**src/clr_pkg.sv**
```systemverilog
// Package of offsets, field layouts and default codes for the limit registers.
package clr_pkg;
  // Register offsets.
  localparam logic [7:0] OFS_BATV = 8'h01;
  localparam logic [7:0] OFS_CHGI = 8'h03;
  localparam logic [7:0] OFS_INVF = 8'h05;
  localparam logic [7:0] OFS_INCL = 8'h06;
  localparam logic [7:0] OFS_TERM = 8'h09;
  // Field widths and positions.
  localparam int BATV_W   = 11;
  localparam int CHGI_W   = 9;
  localparam int INVF_W   = 8;
  localparam int INCL_W   = 9;
  localparam int REGRST_B = 6;
  // Lowest legal codes; smaller writes are clamped up to these.
  localparam logic [10:0] BATV_MIN = 11'h12c; // 3000 mV at 10 mV.
  localparam logic [8:0]  CHGI_MIN = 9'h005;  // 50 mA at 10 mA.
  localparam logic [7:0]  INVF_MIN = 8'h24;   // 3600 mV at 100 mV.
  localparam logic [8:0]  INCL_MIN = 9'h00a;  // 100 mA at 10 mA.
  // Power-on defaults; battery voltage and charge current by cell count.
  localparam logic [10:0] BATV_1S = 11'h1a4;  // 4.2 V.
  localparam logic [10:0] BATV_2S = 11'h348;  // 8.4 V.
  localparam logic [10:0] BATV_3S = 11'h4ec;  // 12.6 V.
  localparam logic [10:0] BATV_4S = 11'h690;  // 16.8 V.
  localparam logic [8:0]  CHGI_LO = 9'h0c8;   // 2 A for one or two cells.
  localparam logic [8:0]  CHGI_HI = 9'h064;   // 1 A for three or four cells.
  localparam logic [7:0]  INVF_RST = 8'h24;   // 3600 mV.
  localparam logic [8:0]  INCL_RST = 9'h12c;  // 3000 mA.
  // Input current ceilings by adapter class.
  localparam logic [8:0]  INCL_SDP  = 9'h032; // 500 mA.
  localparam logic [8:0]  INCL_CDP  = 9'h096; // 1.5 A.
  localparam logic [8:0]  INCL_DCP  = 9'h145; // 3.25 A.
  localparam logic [8:0]  INCL_HV   = 9'h096; // 1.5 A.
  localparam logic [8:0]  INCL_UNK  = 9'h12c; // 3 A.
  localparam logic [8:0]  INCL_NS1  = 9'h064; // 1 A.
  localparam logic [8:0]  INCL_NS2  = 9'h0c8; // 2 A.
  localparam logic [8:0]  INCL_NS21 = 9'h0d2; // 2.1 A.
  localparam logic [8:0]  INCL_NS24 = 9'h0f0; // 2.4 A.
  // Adapter classes reported by data-line detection.
  localparam logic [2:0] ADP_SDP = 3'h0;
  localparam logic [2:0] ADP_CDP = 3'h1;
  localparam logic [2:0] ADP_DCP = 3'h2;
  localparam logic [2:0] ADP_HV  = 3'h3;
  localparam logic [2:0] ADP_UNK = 3'h4;
  localparam logic [2:0] ADP_NS  = 3'h5;
  // Cycles after reset release at which the sensed cell count is taken.
  localparam logic [1:0] INIT_LOAD = 2'h2;
  localparam logic [1:0] INIT_DONE = 2'h3;
endpackage

```
**src/clr_limit_regs.sv**
```systemverilog
// Charger limit register bank: four regulation limits with defaults.
// Contract
// - Battery voltage limit: 11-bit 10 mV code, 3000-18800 mV, clamped low.
// - Power-on cell count loads 4.2, 8.4, 12.6 or 16.8 V as battery default.
// - Battery limit is read/write; only the power-on load and the defaults command restore it.
// - Charge current limit: 9-bit 10 mA code, 50-5000 mA, clamped low.
// - Charge current default is 2 A for 1-2 cells and 1 A for 3-4 cells.
// - Watchdog expiry and the defaults command restore the charge current.
// - Input floor: 8-bit 100 mV code, 3600-22000 mV, clamped low, reset 24h.
// - On adapter removal the input voltage floor reloads the 3600 mV code.
// - On adapter attach the floor takes the code from the bus measurement.
// - The floor keeps its value through defaults command and watchdog.
// - Input ceiling: 9-bit 10 mA code, 100-3300 mA, clamped low, reset 12Ch.
// - After data-line detection the ceiling follows the adapter class.
// - Bit 6 set in termination control resets defaults and the timer.
`timescale 1ns/1ps
module clr_limit_regs (
  // Clock and reset.
  input  wire logic                        sys_clk,
  input  wire logic                        sys_rst,
  // Register port from the serial management front end.
  input  wire logic                        wr_en,
  input  wire logic [7:0]                  wr_addr,
  input  wire logic [15:0]                 wr_data,
  input  wire logic                        rd_en,
  input  wire logic [7:0]                  rd_addr,
  output logic      [15:0]                 rd_data,
  // Cell count sensed from the configuration pin resistor.
  input  wire logic [1:0]                  cell_config_pin,
  // Watchdog expiry and adapter events from charger logic.
  input  wire logic                        wdog_expired,
  input  wire logic                        adapter_present,
  input  wire logic [7:0]                  vbus_floor_code,
  input  wire logic                        detect_done,
  input  wire logic [2:0]                  adapter_class,
  input  wire logic [1:0]                  nonstd_sel,
  // Limits to the regulation loops and timer restart.
  output logic [clr_pkg::BATV_W-1:0]       battery_voltage_limit,
  output logic [clr_pkg::CHGI_W-1:0]       charge_current_setting,
  output logic [clr_pkg::INVF_W-1:0]       input_voltage_floor,
  output logic [clr_pkg::INCL_W-1:0]       input_current_ceiling,
  output logic                             timer_restart
);
  import clr_pkg::*;

  logic [1:0]        cell_s1_q;
  logic [1:0]        cell_s2_q;
  logic [1:0]        cell_q;
  logic [1:0]        init_cnt_q;
  logic              adp_q;
  logic [BATV_W-1:0] batv_q;
  logic [BATV_W-1:0] batv_d;
  logic [CHGI_W-1:0] chgi_q;
  logic [CHGI_W-1:0] chgi_d;
  logic [INVF_W-1:0] invf_q;
  logic [INVF_W-1:0] invf_d;
  logic [INCL_W-1:0] incl_q;
  logic [INCL_W-1:0] incl_d;
  logic [15:0]       rd_q;
  logic [15:0]       rd_d;
  logic              trst_q;

  // Decodes of host writes and hardware events.
  wire init_w   = (init_cnt_q == INIT_LOAD);
  wire wr_batv  = wr_en && (wr_addr == OFS_BATV);
  wire wr_chgi  = wr_en && (wr_addr == OFS_CHGI);
  wire wr_invf  = wr_en && (wr_addr == OFS_INVF);
  wire wr_incl  = wr_en && (wr_addr == OFS_INCL);
  wire regrst_w = wr_en && (wr_addr == OFS_TERM) && wr_data[REGRST_B];
  wire attach_w = adapter_present && !adp_q;
  wire remove_w = !adapter_present && adp_q;

  // Written values with low clamping applied.
  wire [BATV_W-1:0] batv_wr = (wr_data[BATV_W-1:0] < BATV_MIN) ?
                              BATV_MIN : wr_data[BATV_W-1:0];
  wire [CHGI_W-1:0] chgi_wr = (wr_data[CHGI_W-1:0] < CHGI_MIN) ?
                              CHGI_MIN : wr_data[CHGI_W-1:0];
  wire [INVF_W-1:0] invf_wr = (wr_data[INVF_W-1:0] < INVF_MIN) ?
                              INVF_MIN : wr_data[INVF_W-1:0];
  wire [INCL_W-1:0] incl_wr = (wr_data[INCL_W-1:0] < INCL_MIN) ?
                              INCL_MIN : wr_data[INCL_W-1:0];
  wire [INVF_W-1:0] invf_meas = (vbus_floor_code < INVF_MIN) ?
                                INVF_MIN : vbus_floor_code;

  // Cell-count defaults; init uses the freshly synchronised pin value.
  wire [1:0] cell_sel = init_w ? cell_s2_q : cell_q;
  wire [BATV_W-1:0] batv_def = (cell_sel == 2'h0) ? BATV_1S :
                               (cell_sel == 2'h1) ? BATV_2S :
                               (cell_sel == 2'h2) ? BATV_3S :
                               BATV_4S;
  wire [CHGI_W-1:0] chgi_def = cell_sel[1] ? CHGI_HI : CHGI_LO;

  // Input current ceiling for the detected adapter class.
  wire [INCL_W-1:0] ns_code  = (nonstd_sel == 2'h0) ? INCL_NS1 :
                               (nonstd_sel == 2'h1) ? INCL_NS2 :
                               (nonstd_sel == 2'h2) ? INCL_NS21 :
                               INCL_NS24;
  wire [INCL_W-1:0] det_code = (adapter_class == ADP_SDP) ? INCL_SDP :
                               (adapter_class == ADP_CDP) ? INCL_CDP :
                               (adapter_class == ADP_DCP) ? INCL_DCP :
                               (adapter_class == ADP_HV)  ? INCL_HV :
                               (adapter_class == ADP_NS)  ? ns_code :
                               INCL_UNK;

  // Battery voltage: only init and the defaults command restore it.
  always_comb begin
    batv_d = batv_q;
    if (init_w || regrst_w) begin
      batv_d = batv_def;
    end else if (wr_batv) begin
      batv_d = batv_wr;
    end
  end

  // Charge current: watchdog and defaults command both restore it.
  always_comb begin
    chgi_d = chgi_q;
    if (init_w || regrst_w || wdog_expired) begin
      chgi_d = chgi_def;
    end else if (wr_chgi) begin
      chgi_d = chgi_wr;
    end
  end

  // Input voltage floor: adapter events, then host; never the reset sources.
  always_comb begin
    invf_d = invf_q;
    if (remove_w) begin
      invf_d = INVF_RST;
    end else if (attach_w) begin
      invf_d = invf_meas;
    end else if (wr_invf) begin
      invf_d = invf_wr;
    end
  end

  // Input current ceiling: defaults command, detection, then host.
  always_comb begin
    incl_d = incl_q;
    if (regrst_w) begin
      incl_d = INCL_RST;
    end else if (detect_done) begin
      incl_d = det_code;
    end else if (wr_incl) begin
      incl_d = incl_wr;
    end
  end

  // Read mux; reserved bits and unmapped offsets read as zero.
  always_comb begin
    rd_d = rd_q;
    if (rd_en) begin
      case (rd_addr)
        OFS_BATV: rd_d = {5'h00, batv_q};
        OFS_CHGI: rd_d = {7'h00, chgi_q};
        OFS_INVF: rd_d = {8'h00, invf_q};
        OFS_INCL: rd_d = {7'h00, incl_q};
        default:  rd_d = 16'h0000;
      endcase
    end
  end

  // Two-flop synchroniser for the configuration pin.
  always_ff @(posedge sys_clk) begin
    cell_s1_q <= cell_config_pin;
    cell_s2_q <= cell_s1_q;
  end

  // Post-reset sequencing and latch of the sensed cell count.
  always_ff @(posedge sys_clk) begin
    if (sys_rst) begin
      init_cnt_q <= 2'h0;
      cell_q     <= 2'h0;
    end else begin
      if (init_cnt_q != INIT_DONE) begin
        init_cnt_q <= init_cnt_q + 2'h1;
      end
      if (init_w) begin
        cell_q <= cell_s2_q;
      end
    end
  end

  // Field registers, read data and timer restart pulse.
  always_ff @(posedge sys_clk) begin
    if (sys_rst) begin
      adp_q  <= 1'b0;
      batv_q <= BATV_1S;
      chgi_q <= CHGI_LO;
      invf_q <= INVF_RST;
      incl_q <= INCL_RST;
      rd_q   <= 16'h0000;
      trst_q <= 1'b0;
    end else begin
      adp_q  <= adapter_present;
      batv_q <= batv_d;
      chgi_q <= chgi_d;
      invf_q <= invf_d;
      incl_q <= incl_d;
      rd_q   <= rd_d;
      trst_q <= regrst_w;
    end
  end

  assign rd_data                = rd_q;
  assign battery_voltage_limit  = batv_q;
  assign charge_current_setting = chgi_q;
  assign input_voltage_floor    = invf_q;
  assign input_current_ceiling  = incl_q;
  assign timer_restart          = trst_q;

  // A low battery voltage write settles at the minimum code.
  property p_batv_clamp;
    @(posedge sys_clk) disable iff (sys_rst)
    (wr_batv && !regrst_w && !init_w && wr_data[10:0] < BATV_MIN)
      |=> (battery_voltage_limit == BATV_MIN);
  endproperty
  a_batv_clamp: assert property (p_batv_clamp)
    else $error("battery voltage limit not clamped");

  // Power-on load follows the synchronised cell count.
  property p_init_load;
    @(posedge sys_clk) disable iff (sys_rst)
    init_w |=> (battery_voltage_limit == ((cell_q == 2'h0) ? BATV_1S :
               (cell_q == 2'h1) ? BATV_2S : (cell_q == 2'h2) ? BATV_3S :
               BATV_4S)) && (charge_current_setting ==
               (cell_q[1] ? CHGI_HI : CHGI_LO));
  endproperty
  a_init_load: assert property (p_init_load)
    else $error("power-on defaults wrong");

  // Watchdog leaves the battery voltage limit untouched.
  property p_batv_wdog;
    @(posedge sys_clk) disable iff (sys_rst)
    (wdog_expired && !wr_batv && !regrst_w && !init_w)
      |=> $stable(battery_voltage_limit);
  endproperty
  a_batv_wdog: assert property (p_batv_wdog)
    else $error("battery voltage limit changed on watchdog");

  // A low charge current write settles at the minimum code.
  property p_chgi_clamp;
    @(posedge sys_clk) disable iff (sys_rst)
    (wr_chgi && !regrst_w && !wdog_expired && !init_w &&
     wr_data[8:0] < CHGI_MIN) |=> (charge_current_setting == CHGI_MIN);
  endproperty
  a_chgi_clamp: assert property (p_chgi_clamp)
    else $error("charge current not clamped");

  // Watchdog restores the charge current default.
  property p_chgi_wdog;
    @(posedge sys_clk) disable iff (sys_rst)
    (wdog_expired && init_cnt_q == INIT_DONE)
      |=> (charge_current_setting == (cell_q[1] ? CHGI_HI : CHGI_LO));
  endproperty
  a_chgi_wdog: assert property (p_chgi_wdog)
    else $error("charge current not restored by watchdog");

  // Adapter removal reloads the floor on the edge after the input falls.
  property p_invf_remove;
    @(posedge sys_clk) disable iff (sys_rst)
    $fell(adapter_present) |=> (input_voltage_floor == INVF_RST);
  endproperty
  a_invf_remove: assert property (p_invf_remove)
    else $error("input voltage floor not reloaded on removal");

  // Adapter attach takes the clamped measurement.
  property p_invf_attach;
    @(posedge sys_clk) disable iff (sys_rst)
    attach_w |=> (input_voltage_floor == $past(invf_meas));
  endproperty
  a_invf_attach: assert property (p_invf_attach)
    else $error("input voltage floor not set on attach");

  // Reset sources never disturb the floor.
  property p_invf_keep;
    @(posedge sys_clk) disable iff (sys_rst)
    ((regrst_w || wdog_expired) && !attach_w && !remove_w && !wr_invf)
      |=> $stable(input_voltage_floor);
  endproperty
  a_invf_keep: assert property (p_invf_keep)
    else $error("input voltage floor disturbed by reset source");

  // A low input current write settles at the minimum code.
  property p_incl_clamp;
    @(posedge sys_clk) disable iff (sys_rst)
    (wr_incl && !regrst_w && !detect_done && wr_data[8:0] < INCL_MIN)
      |=> (input_current_ceiling == INCL_MIN);
  endproperty
  a_incl_clamp: assert property (p_incl_clamp)
    else $error("input current not clamped");

  // A detected dedicated charger yields 3.25 A.
  property p_incl_dcp;
    @(posedge sys_clk) disable iff (sys_rst)
    (detect_done && !regrst_w && adapter_class == ADP_DCP)
      |=> (input_current_ceiling == INCL_DCP);
  endproperty
  a_incl_dcp: assert property (p_incl_dcp)
    else $error("input current wrong after detection");

  // Defaults command restores the input current ceiling and pulses the timer restart once.
  property p_regrst;
    @(posedge sys_clk) disable iff (sys_rst)
    (regrst_w && !detect_done) |=>
      (timer_restart && (input_current_ceiling == INCL_RST)) ##1
      (!timer_restart || $past(regrst_w));
  endproperty
  a_regrst: assert property (p_regrst)
    else $error("register defaults command not honoured");

  // Main scenarios.
  c_regrst: cover property (@(posedge sys_clk) disable iff (sys_rst)
    regrst_w);
  c_attach_remove: cover property (@(posedge sys_clk) disable iff (sys_rst)
    attach_w ##[1:50] remove_w);
  c_detect_ns: cover property (@(posedge sys_clk) disable iff (sys_rst)
    detect_done && adapter_class == ADP_NS);
endmodule

```
**config.mk**
```make
export PLATFORM = sky130hd
export DESIGN_NAME = clr_limit_regs
export DESIGN_NICKNAME = d
export VERILOG_FILES = /design/src/clr_pkg.sv /design/src/clr_limit_regs.sv
export SDC_FILE = /design/constraint.sdc
export NUM_CORES = 1
export LEC_CHECK = 0
export BUFFER_PORTS_ARGS = -buffer_cell sky130_fd_sc_hd__buf_2
export CORE_MARGIN = 4
export CORE_UTILIZATION = 40
export CTS_CLUSTER_SIZE = 25
export DETAILED_ROUTE_END_ITERATION = 12
export GPL_ROUTABILITY_DRIVEN = 0
export PLACE_DENSITY = 0.71
export SKIP_LAST_GASP = 1
export SYNTH_ARGS = -nofsm -noshare
export SYNTH_HDL_FRONTEND = slang
export SYNTH_SLANG_ARGS = --single-unit
```
**constraint.sdc**
```tcl
create_clock -name sys_clk -period 1.77 [get_ports sys_clk]
set_input_delay 0.354 -clock sys_clk [delete_from_list [all_inputs] [get_ports sys_clk]]
set_output_delay 0.354 -clock sys_clk [all_outputs]
set_load 0.02 [all_outputs]
```
; Yosys cells after proc, flatten, opt, wreduce, memory -nomap -nowiden
; Cells that the tools add are included.
[totals]
word_cells = 84
out_inout_bits = 54
register_bits = 63
[op_classes]
add_sub_neg = 1
reduce_logical = 21
muxes = 27
magnitude_cmp = 5
eq_ne = 19
[op_table]
columns = operator, count
row1 = 2-to-1 mux 9 bit, 11
row2 = 2-to-1 mux 11 bit, 5
row3 = 2-to-1 mux 8 bit, 6
row4 = case mux 11 bit (4 select lines), 1
row5 = "== test 8 x 3 -> 1 bit, second input constant", 4
row6 = "== test 8 x 1 -> 1 bit, second input constant", 2
row7 = "== test 8 x 2 -> 1 bit, second input constant", 2
row8 = "< comparator 8 x 6 -> 1 bit, second input constant", 2
row9 = 2-to-1 mux 6 bit, 2
row10 = "< comparator 11 x 9 -> 1 bit, second input constant", 1
row11 = 2-to-1 mux 10 bit, 1
row12 = "< comparator 9 x 3 -> 1 bit, second input constant", 1
row13 = "< comparator 9 x 4 -> 1 bit, second input constant", 1
row14 = "== test 8 x 4 -> 1 bit, second input constant", 1
row15 = logical AND 1 bit, 8
row16 = nonzero test 2 bit, 4
row17 = "== test 2 bit, second input constant", 3
row18 = "== test 3 x 2 -> 1 bit, second input constant", 2
row19 = "== test 2 x 1 -> 1 bit, second input constant", 2
row20 = zero test 2 bit, 2
row21 = OR reduction 2 bit, 2
row22 = "== test 3 x 1 -> 1 bit, second input constant", 1
row23 = "== test 3 bit, second input constant", 1
row24 = zero test 3 bit, 1
row25 = 5 further kinds, 7

; Logic depth before layout (Yosys ltp)
[logic_depth]
depth_word = 10
mapped_depth = 8
ltp_nobuf = 7

; Least setup slack after synthesis
; OpenSTA, ideal clock, no wires.
[synth_timing]
path_kind = in2reg
start = input port wr_data[7]
end = register incl_q[0] (netlist: input_current_ceiling[0])
t_arrival_ns = 1.603
n_path_buf = 1
cell_stages = 5
slack_ns = 0.035
cell_sequence = buf_6 -> or4_4 -> o311a_1 -> a311oi_1 -> nor3_1
[synth_between]
elab_chain_len = 4
[synth_rtl]
columns = item, line_no
row1 = "start, declared", clr_limit_regs.sv:24  ; input wire logic [15:0] wr_data,
row2 = < comparator 9 x 4 -> 1 bit, clr_limit_regs.sv:80  ; wire [INCL_W-1:0] incl_wr = (wr_data[INCL_W-1:0] < INCL_MIN) ?
row3 = 2-to-1 mux 9 bit, clr_limit_regs.sv:80
row4 = 2-to-1 mux 9 bit, clr_limit_regs.sv:144  ; end else if (wr_incl) begin
row5 = 2-to-1 mux 9 bit, clr_limit_regs.sv:142  ; end else if (detect_done) begin
row6 = "end signal, assigned", clr_limit_regs.sv:199  ; incl_q <= incl_d;
row7 = "end, declared", clr_limit_regs.sv:57  ; logic [INCL_W-1:0] incl_q;
; Every way passes these cells. The select of a mux whose other input is x is not followed.
; A chain may end at the register's enable or synchronous reset.

; Worst setup path after layout
[layout_timing]
start = register init_cnt_q[0]
end = register batv_q[10] (netlist: battery_voltage_limit[10])
[layout_between]
elab_chain_len = 6
word_cells_on_any_way = 9
cone_classes = eq/ne: 2 / mux: 4 / reduce/logical: 3
[layout_rtl]
columns = item, line_no
row1 = "start, declared", clr_limit_regs.sv:49  ; logic [1:0] init_cnt_q;
row2 = "start signal, assigned", clr_limit_regs.sv:176  ; init_cnt_q <= init_cnt_q + 2'h1;
row3 = == test 2 bit (*), clr_limit_regs.sv:64  ; wire init_w = (init_cnt_q == INIT_LOAD);
row4 = 2-to-1 mux 2 bit, -
row5 = == test 2 x 1 -> 1 bit, clr_limit_regs.sv:88  ; (cell_sel == 2'h1) ? BATV_2S :
row6 = 2-to-1 mux 11 bit, clr_limit_regs.sv:88
row7 = 2-to-1 mux 11 bit, clr_limit_regs.sv:87  ; wire [BATV_W-1:0] batv_def = (cell_sel == 2'h0) ? BATV_1S :
row8 = 2-to-1 mux 11 bit, clr_limit_regs.sv:108  ; if (init_w || regrst_w) begin
row9 = "end signal, assigned", clr_limit_regs.sv:196  ; batv_q <= batv_d;
row10 = "end, declared", clr_limit_regs.sv:51  ; logic [BATV_W-1:0] batv_q;
; Mark *: on every way between the ends. The rest lies on a longest branch, timed or not.

==> out/results.tsv <==
stage	metric	value	unit
status	status	complete, no violations	
route	vias per cell	5.619	
worst_setup_path	number of cells traversed by the worst register-to-register path	7	
final_layout	leading cell type in the layout, fill and taps excluded	sky130_fd_sc_hd__buf_2	
worst_setup_path	WP data arrival	1.93	ns
final_layout	Final #Nets	540	
global_routing	pin count of the biggest net entering global routing	21	
global_routing	initial antenna violation count	0	
final_layout	number of inserted filler cells in the final layout	745	
cts	clk sink count	58	
cts	latest clock arrival within the worst-skew pair	0.34	ns
placement	pre-CTS setup slack	-0.03978	ns
route	first-iteration detailed-routing DRC count	260	
timing	post-route setup slack	0.07808	ns
final_layout	area used by multi-input combinational logic	1883	sq um
placement	DP Wirelength	7524	microns
synthesis	fraction of the yosys area taken by sequential cells	0.3655	
worst_setup_path	critical-path cell with the highest stage delay	sky130_fd_sc_hd__dfxtp_1	
worst_setup_path	critical path class	reg2reg	
cts	number of buffers created by CTS	9	
worst_setup_path	Crit path largest cell delay	0.37	ns
floorplanning	die area	9431	sq um
synthesis	synthesized netlist cell count	368	
cts	maximum root-to-sink buffer count	2	
worst_setup_path	path length in cells of the critical path	7	
power	leakage power	1.786	nW
hold_path	critical hold path startpoint	cell_config_pin[0]	
route	DRC violation count after routing	0	
synthesis	Distinct cells, synth	62	
global_routing	wire length of the first global-routing pass	15870	microns
route	total wire length after detailed routing	9874	microns
synthesis	Post-Synth Adder-Cell Area	0.02757	
synthesis	share of the synthesized area in compound gates (AO/OA/AOI/OAI)	0.2655	
synthesis	post-synthesis instance area	3177	sq um
floorplanning	Chip Width	97.12	microns
cts	hold_buf cts	0	
hold_path	Hold Crit Depth	1	
worst_setup_path	endpoint type of the worst setup path	flip-flop	
worst_setup_path	reg-to-reg endpoint	battery_voltage_limit[10]	
final_layout	ant diodes	0	
final_layout	total area of sequential cells	1161	sq um
global_routing	global route overflow	0	
synthesis	post-synthesis share of cell area spent on and, or, nand and nor gates	0.2225	
floorplanning	Core ar.	7727	sq um
synthesis	number of enable flip-flop cells after synthesis	0	
worst_setup_path	gate family responsible for the most delay along the worst path	compound AO/OA/AOI/OAI gates	
power	Cell Int Power	0.002775	W
floorplanning	starting density of the core	0.4111	
power	share of power burned in registers	0.380	
timing	post-route clock period utilization	0.9559	
final_layout	final cell count without fillers	586	
route	Final ANT Viol Nets	0	
timing	fin crit period	1.692	ns
hold_path	worst hold path class	in2reg	
placement	count of input and output buffers	97	
timing	Slew Limit Headroom	0.6689	
power	net load switching power	0.001143	W
synthesis	flip-flop and latch count after synthesis	58	
placement	Cell Count Post-Placement	569	
worst_setup_path	sum of buffers and inverters on the critical path	3	
final_layout	area of all placed cells without fillers	4163	sq um
cts	clock tree from TritonCTS	done	
synthesis	average cell area after synthesis	8.633	sq um
worst_setup_path	data required time of the critical path	2.01	ns
route	detailed-router iteration count before antenna repair	4	
timing	# setup viols final	0	
worst_setup_path	reg2reg start	init_cnt_q[0]	
synthesis	predominant post-synthesis flop cell	sky130_fd_sc_hd__dfxtp_1	
synthesis	Yosys Warn Count	0	
worst_setup_path	register-to-register setup slack	0.08	ns
timing	final worst clock skew	0.01063	ns
synthesis	mux share of post-synthesis cell area	0.05672	
power	part of the total power dissipated in the clock network	0.399	
cts	Root Buffer Master	sky130_fd_sc_hd__clkbuf_8	
timing	measured slew at the worst slew-check pin	0.4948	ns
global_routing	number of global-route vias before repair	3074	
timing	max frequency	591.0	MHz
global_routing	all-layer global routing usage	0.2080	
placement	area post-placement	3865	sq um
worst_setup_path	kind of start point of the critical path	flip-flop	
cts	number of levels the H-tree was split into	3	
worst_setup_path	Worst path most repeated cell	sky130_fd_sc_hd__buf_4	
hold_path	worst hold endpoint	cell_s1_q[0]	
worst_setup_path	CP Max Fanout	7	
final_layout	top library cells by usage in the layout, fill and taps aside	sky130_fd_sc_hd__buf_2 (97), sky130_fd_sc_hd__dfxtp_1 (58), sky130_fd_sc_hd__nor2_1 (28), sky130_fd_sc_hd__buf_4 (24), sky130_fd_sc_hd__o21ai_0 (21)	
synthesis	xor and xnor fraction of the mapped netlist area	0.002757	
final_layout	Area growth, synth to finish	31.04	%
timing	final hold violations	0	
route	total number of vias	3293	
floorplanning	number of top-level pins	108	
timing	WHS	0.1226	ns
floorplanning	standard-cell rows	32	
cts	clock-pin transition on the worst setup and hold timing paths	0.06	ns
timing	final-report max-slew violation count	0	
final_layout	share of final-layout standard cells stronger than drive strength 1	0.3471	
synthesis	largest family of logic cells by synthesized area	compound AO/OA/AOI/OAI gates	
run	total of max-cap violations	0	
worst_setup_path	ordered cell list for the critical path	inv_1 -> ha_2 -> buf_4 -> a31oi_2 -> buf_4 -> nor2_1 -> o41ai_1	
power	proportion of power drawn by combinational gates	0.222	
floorplanning	Die Span Y	97.12	microns
route	DR WL/cell	16.85	microns
power	net switching fraction of the power	0.2917	
final_layout	Final Core Density	0.5387	
power	pwr dens	941.1	nW/um^2
synthesis	fraction of registers with async set/reset	0	
power	worst-case vdd ir drop	332.3	uV
[what timing repair did]
| item | in CTS | in global routing |
|---|---|---|
| setup buffers | 0 | 1 |
| gates resized for setup | 1 | 5 |
| hold endpoints to repair | 0 | 0 |
| pin swaps | 0 | 1 |
| endpoints found under the setup margin | 2 | 7 |
[state kept, by name (all words and copies together) (netlist names), 2 cells and up]
name / flops
input_current_ceiling: 9
cell_q: 2
charge_current_setting: 9
init_cnt_q: 2
cell_s2_q: 2
cell_s1_q: 2
rd_data: 11
battery_voltage_limit: 11
input_voltage_floor: 8
[synth_stat cells, drive strengths merged, types with 2 or more instances]
cell	number	area, sq um
dfxtp	58	1161
nor2	28	105.1
o21ai	21	105.1
nand3	20	100.1
nand2	19	71.32
a21oi	18	90.09
buf	14	87.58
inv	14	52.55
nor3	13	75.07
clkbuf	12	45.04
nor2b	12	75.07
a211oi	11	95.09
mux2i	9	90.09
mux2	8	90.09
nand2b	8	50.05
a22o	7	61.31
a22oi	7	52.55
ha	7	87.58
a211o	6	52.55
o211ai	6	45.04
a31oi	5	43.79
a32oi	5	43.79
nand3b	5	41.29
a221oi	4	35.03
o31ai	4	30.03
a21boi	3	22.52
and3	3	18.77
or2	3	18.77
a311o	2	20.02
a31o	2	17.52
and3b	2	17.52
nand4b	2	17.52
nor3b	2	20.02
nor4	2	12.51
nor4bb	2	20.02
o21a	2	15.01
o22ai	2	12.51
o41ai	2	17.52
or3	2	12.51
or4	2	22.52
[how the worst max path moves through the flow]
stage	from	endpoint	slack (ns)
after global routing	init_cnt_q[0]	battery_voltage_limit[3]	-0.07
after global placement	wr_data[5]	input_current_ceiling[0]	-0.01
final	init_cnt_q[0]	battery_voltage_limit[10]	0.08
after floorplan	wr_data[7]	input_current_ceiling[0]	0.03
after detailed placement	rd_addr[5]	rd_data[0]	-0.04
after CTS	init_cnt_q[0]	charge_current_setting[2]	0.02
[stage by stage]
stage / TNS (ns) / total power (W)
2_1_floorplan: 0 / 0.002006
3_3_place_gp: -0.02040 / 0.002314
3_5_place_dp: -0.1800 / 0.002329
4_1_cts: 0 / 0.003887
5_1_grt: -0.06940 / 0.004084
6_report: 0 / 0.003918
[area by class of cell]
class / instances / area share
clock buffers: 12 / 0.03727
clock inverters: 4 / 0.02344
multi-input cells: 274 / 0.4524
inverters: 14 / 0.01262
repair buffers: 122 / 0.1647
well taps: 102 / 0.03066
flip-flops and latches: 58 / 0.2789
[worst reg2reg max path: stages, from the launching register on]
cell and delay, ns:
sky130_fd_sc_hd__dfxtp_1 0.37, sky130_fd_sc_hd__inv_1 0.06, sky130_fd_sc_hd__ha_2 0.21, sky130_fd_sc_hd__buf_4 0.17, sky130_fd_sc_hd__a31oi_2 0.25, sky130_fd_sc_hd__buf_4 0.20, sky130_fd_sc_hd__nor2_1 0.04, sky130_fd_sc_hd__o41ai_1 0.30
[power by group through the flow]
| stage | Sequential (W) | Clock [W] | Combinational (W) |
|---|---|---|---|
| after global placement | 0.00151 | 0 | 0.000801 |
| final | 0.00149 | 0.00156 | 0.000868 |
| after floorplan | 0.00159 | 0 | 0.000420 |
| after detailed placement | 0.00151 | 0 | 0.000815 |
| after global routing | 0.00150 | 0.00163 | 0.000951 |
| after CTS | 0.00149 | 0.00157 | 0.000829 |
[per-layer routing]
metal  global-route usage  vias up  wire length, microns
met3              0.04379       16                   852
met4              0.07667        0                   158
met1               0.2767     1526                  4331
met2               0.3323      165                  4532
met5                    0        -                     0
li1                     -     1586                     -
[kinds of logic (layout without fill, tap and decap cells)]
kind of cell | Yosys count | after routing
adders and majority gates | 7 | 7
other | 1 | 5
buffers and inverters | 40 | 152
and+or+nand+nor | 128 | 128
DFF | 58 | 58
AOI/OAI and AO/OA | 116 | 116
xor gates and xnor gates | 1 | 1
muxes | 17 | 17
Power figures use the tool's default switching activity.
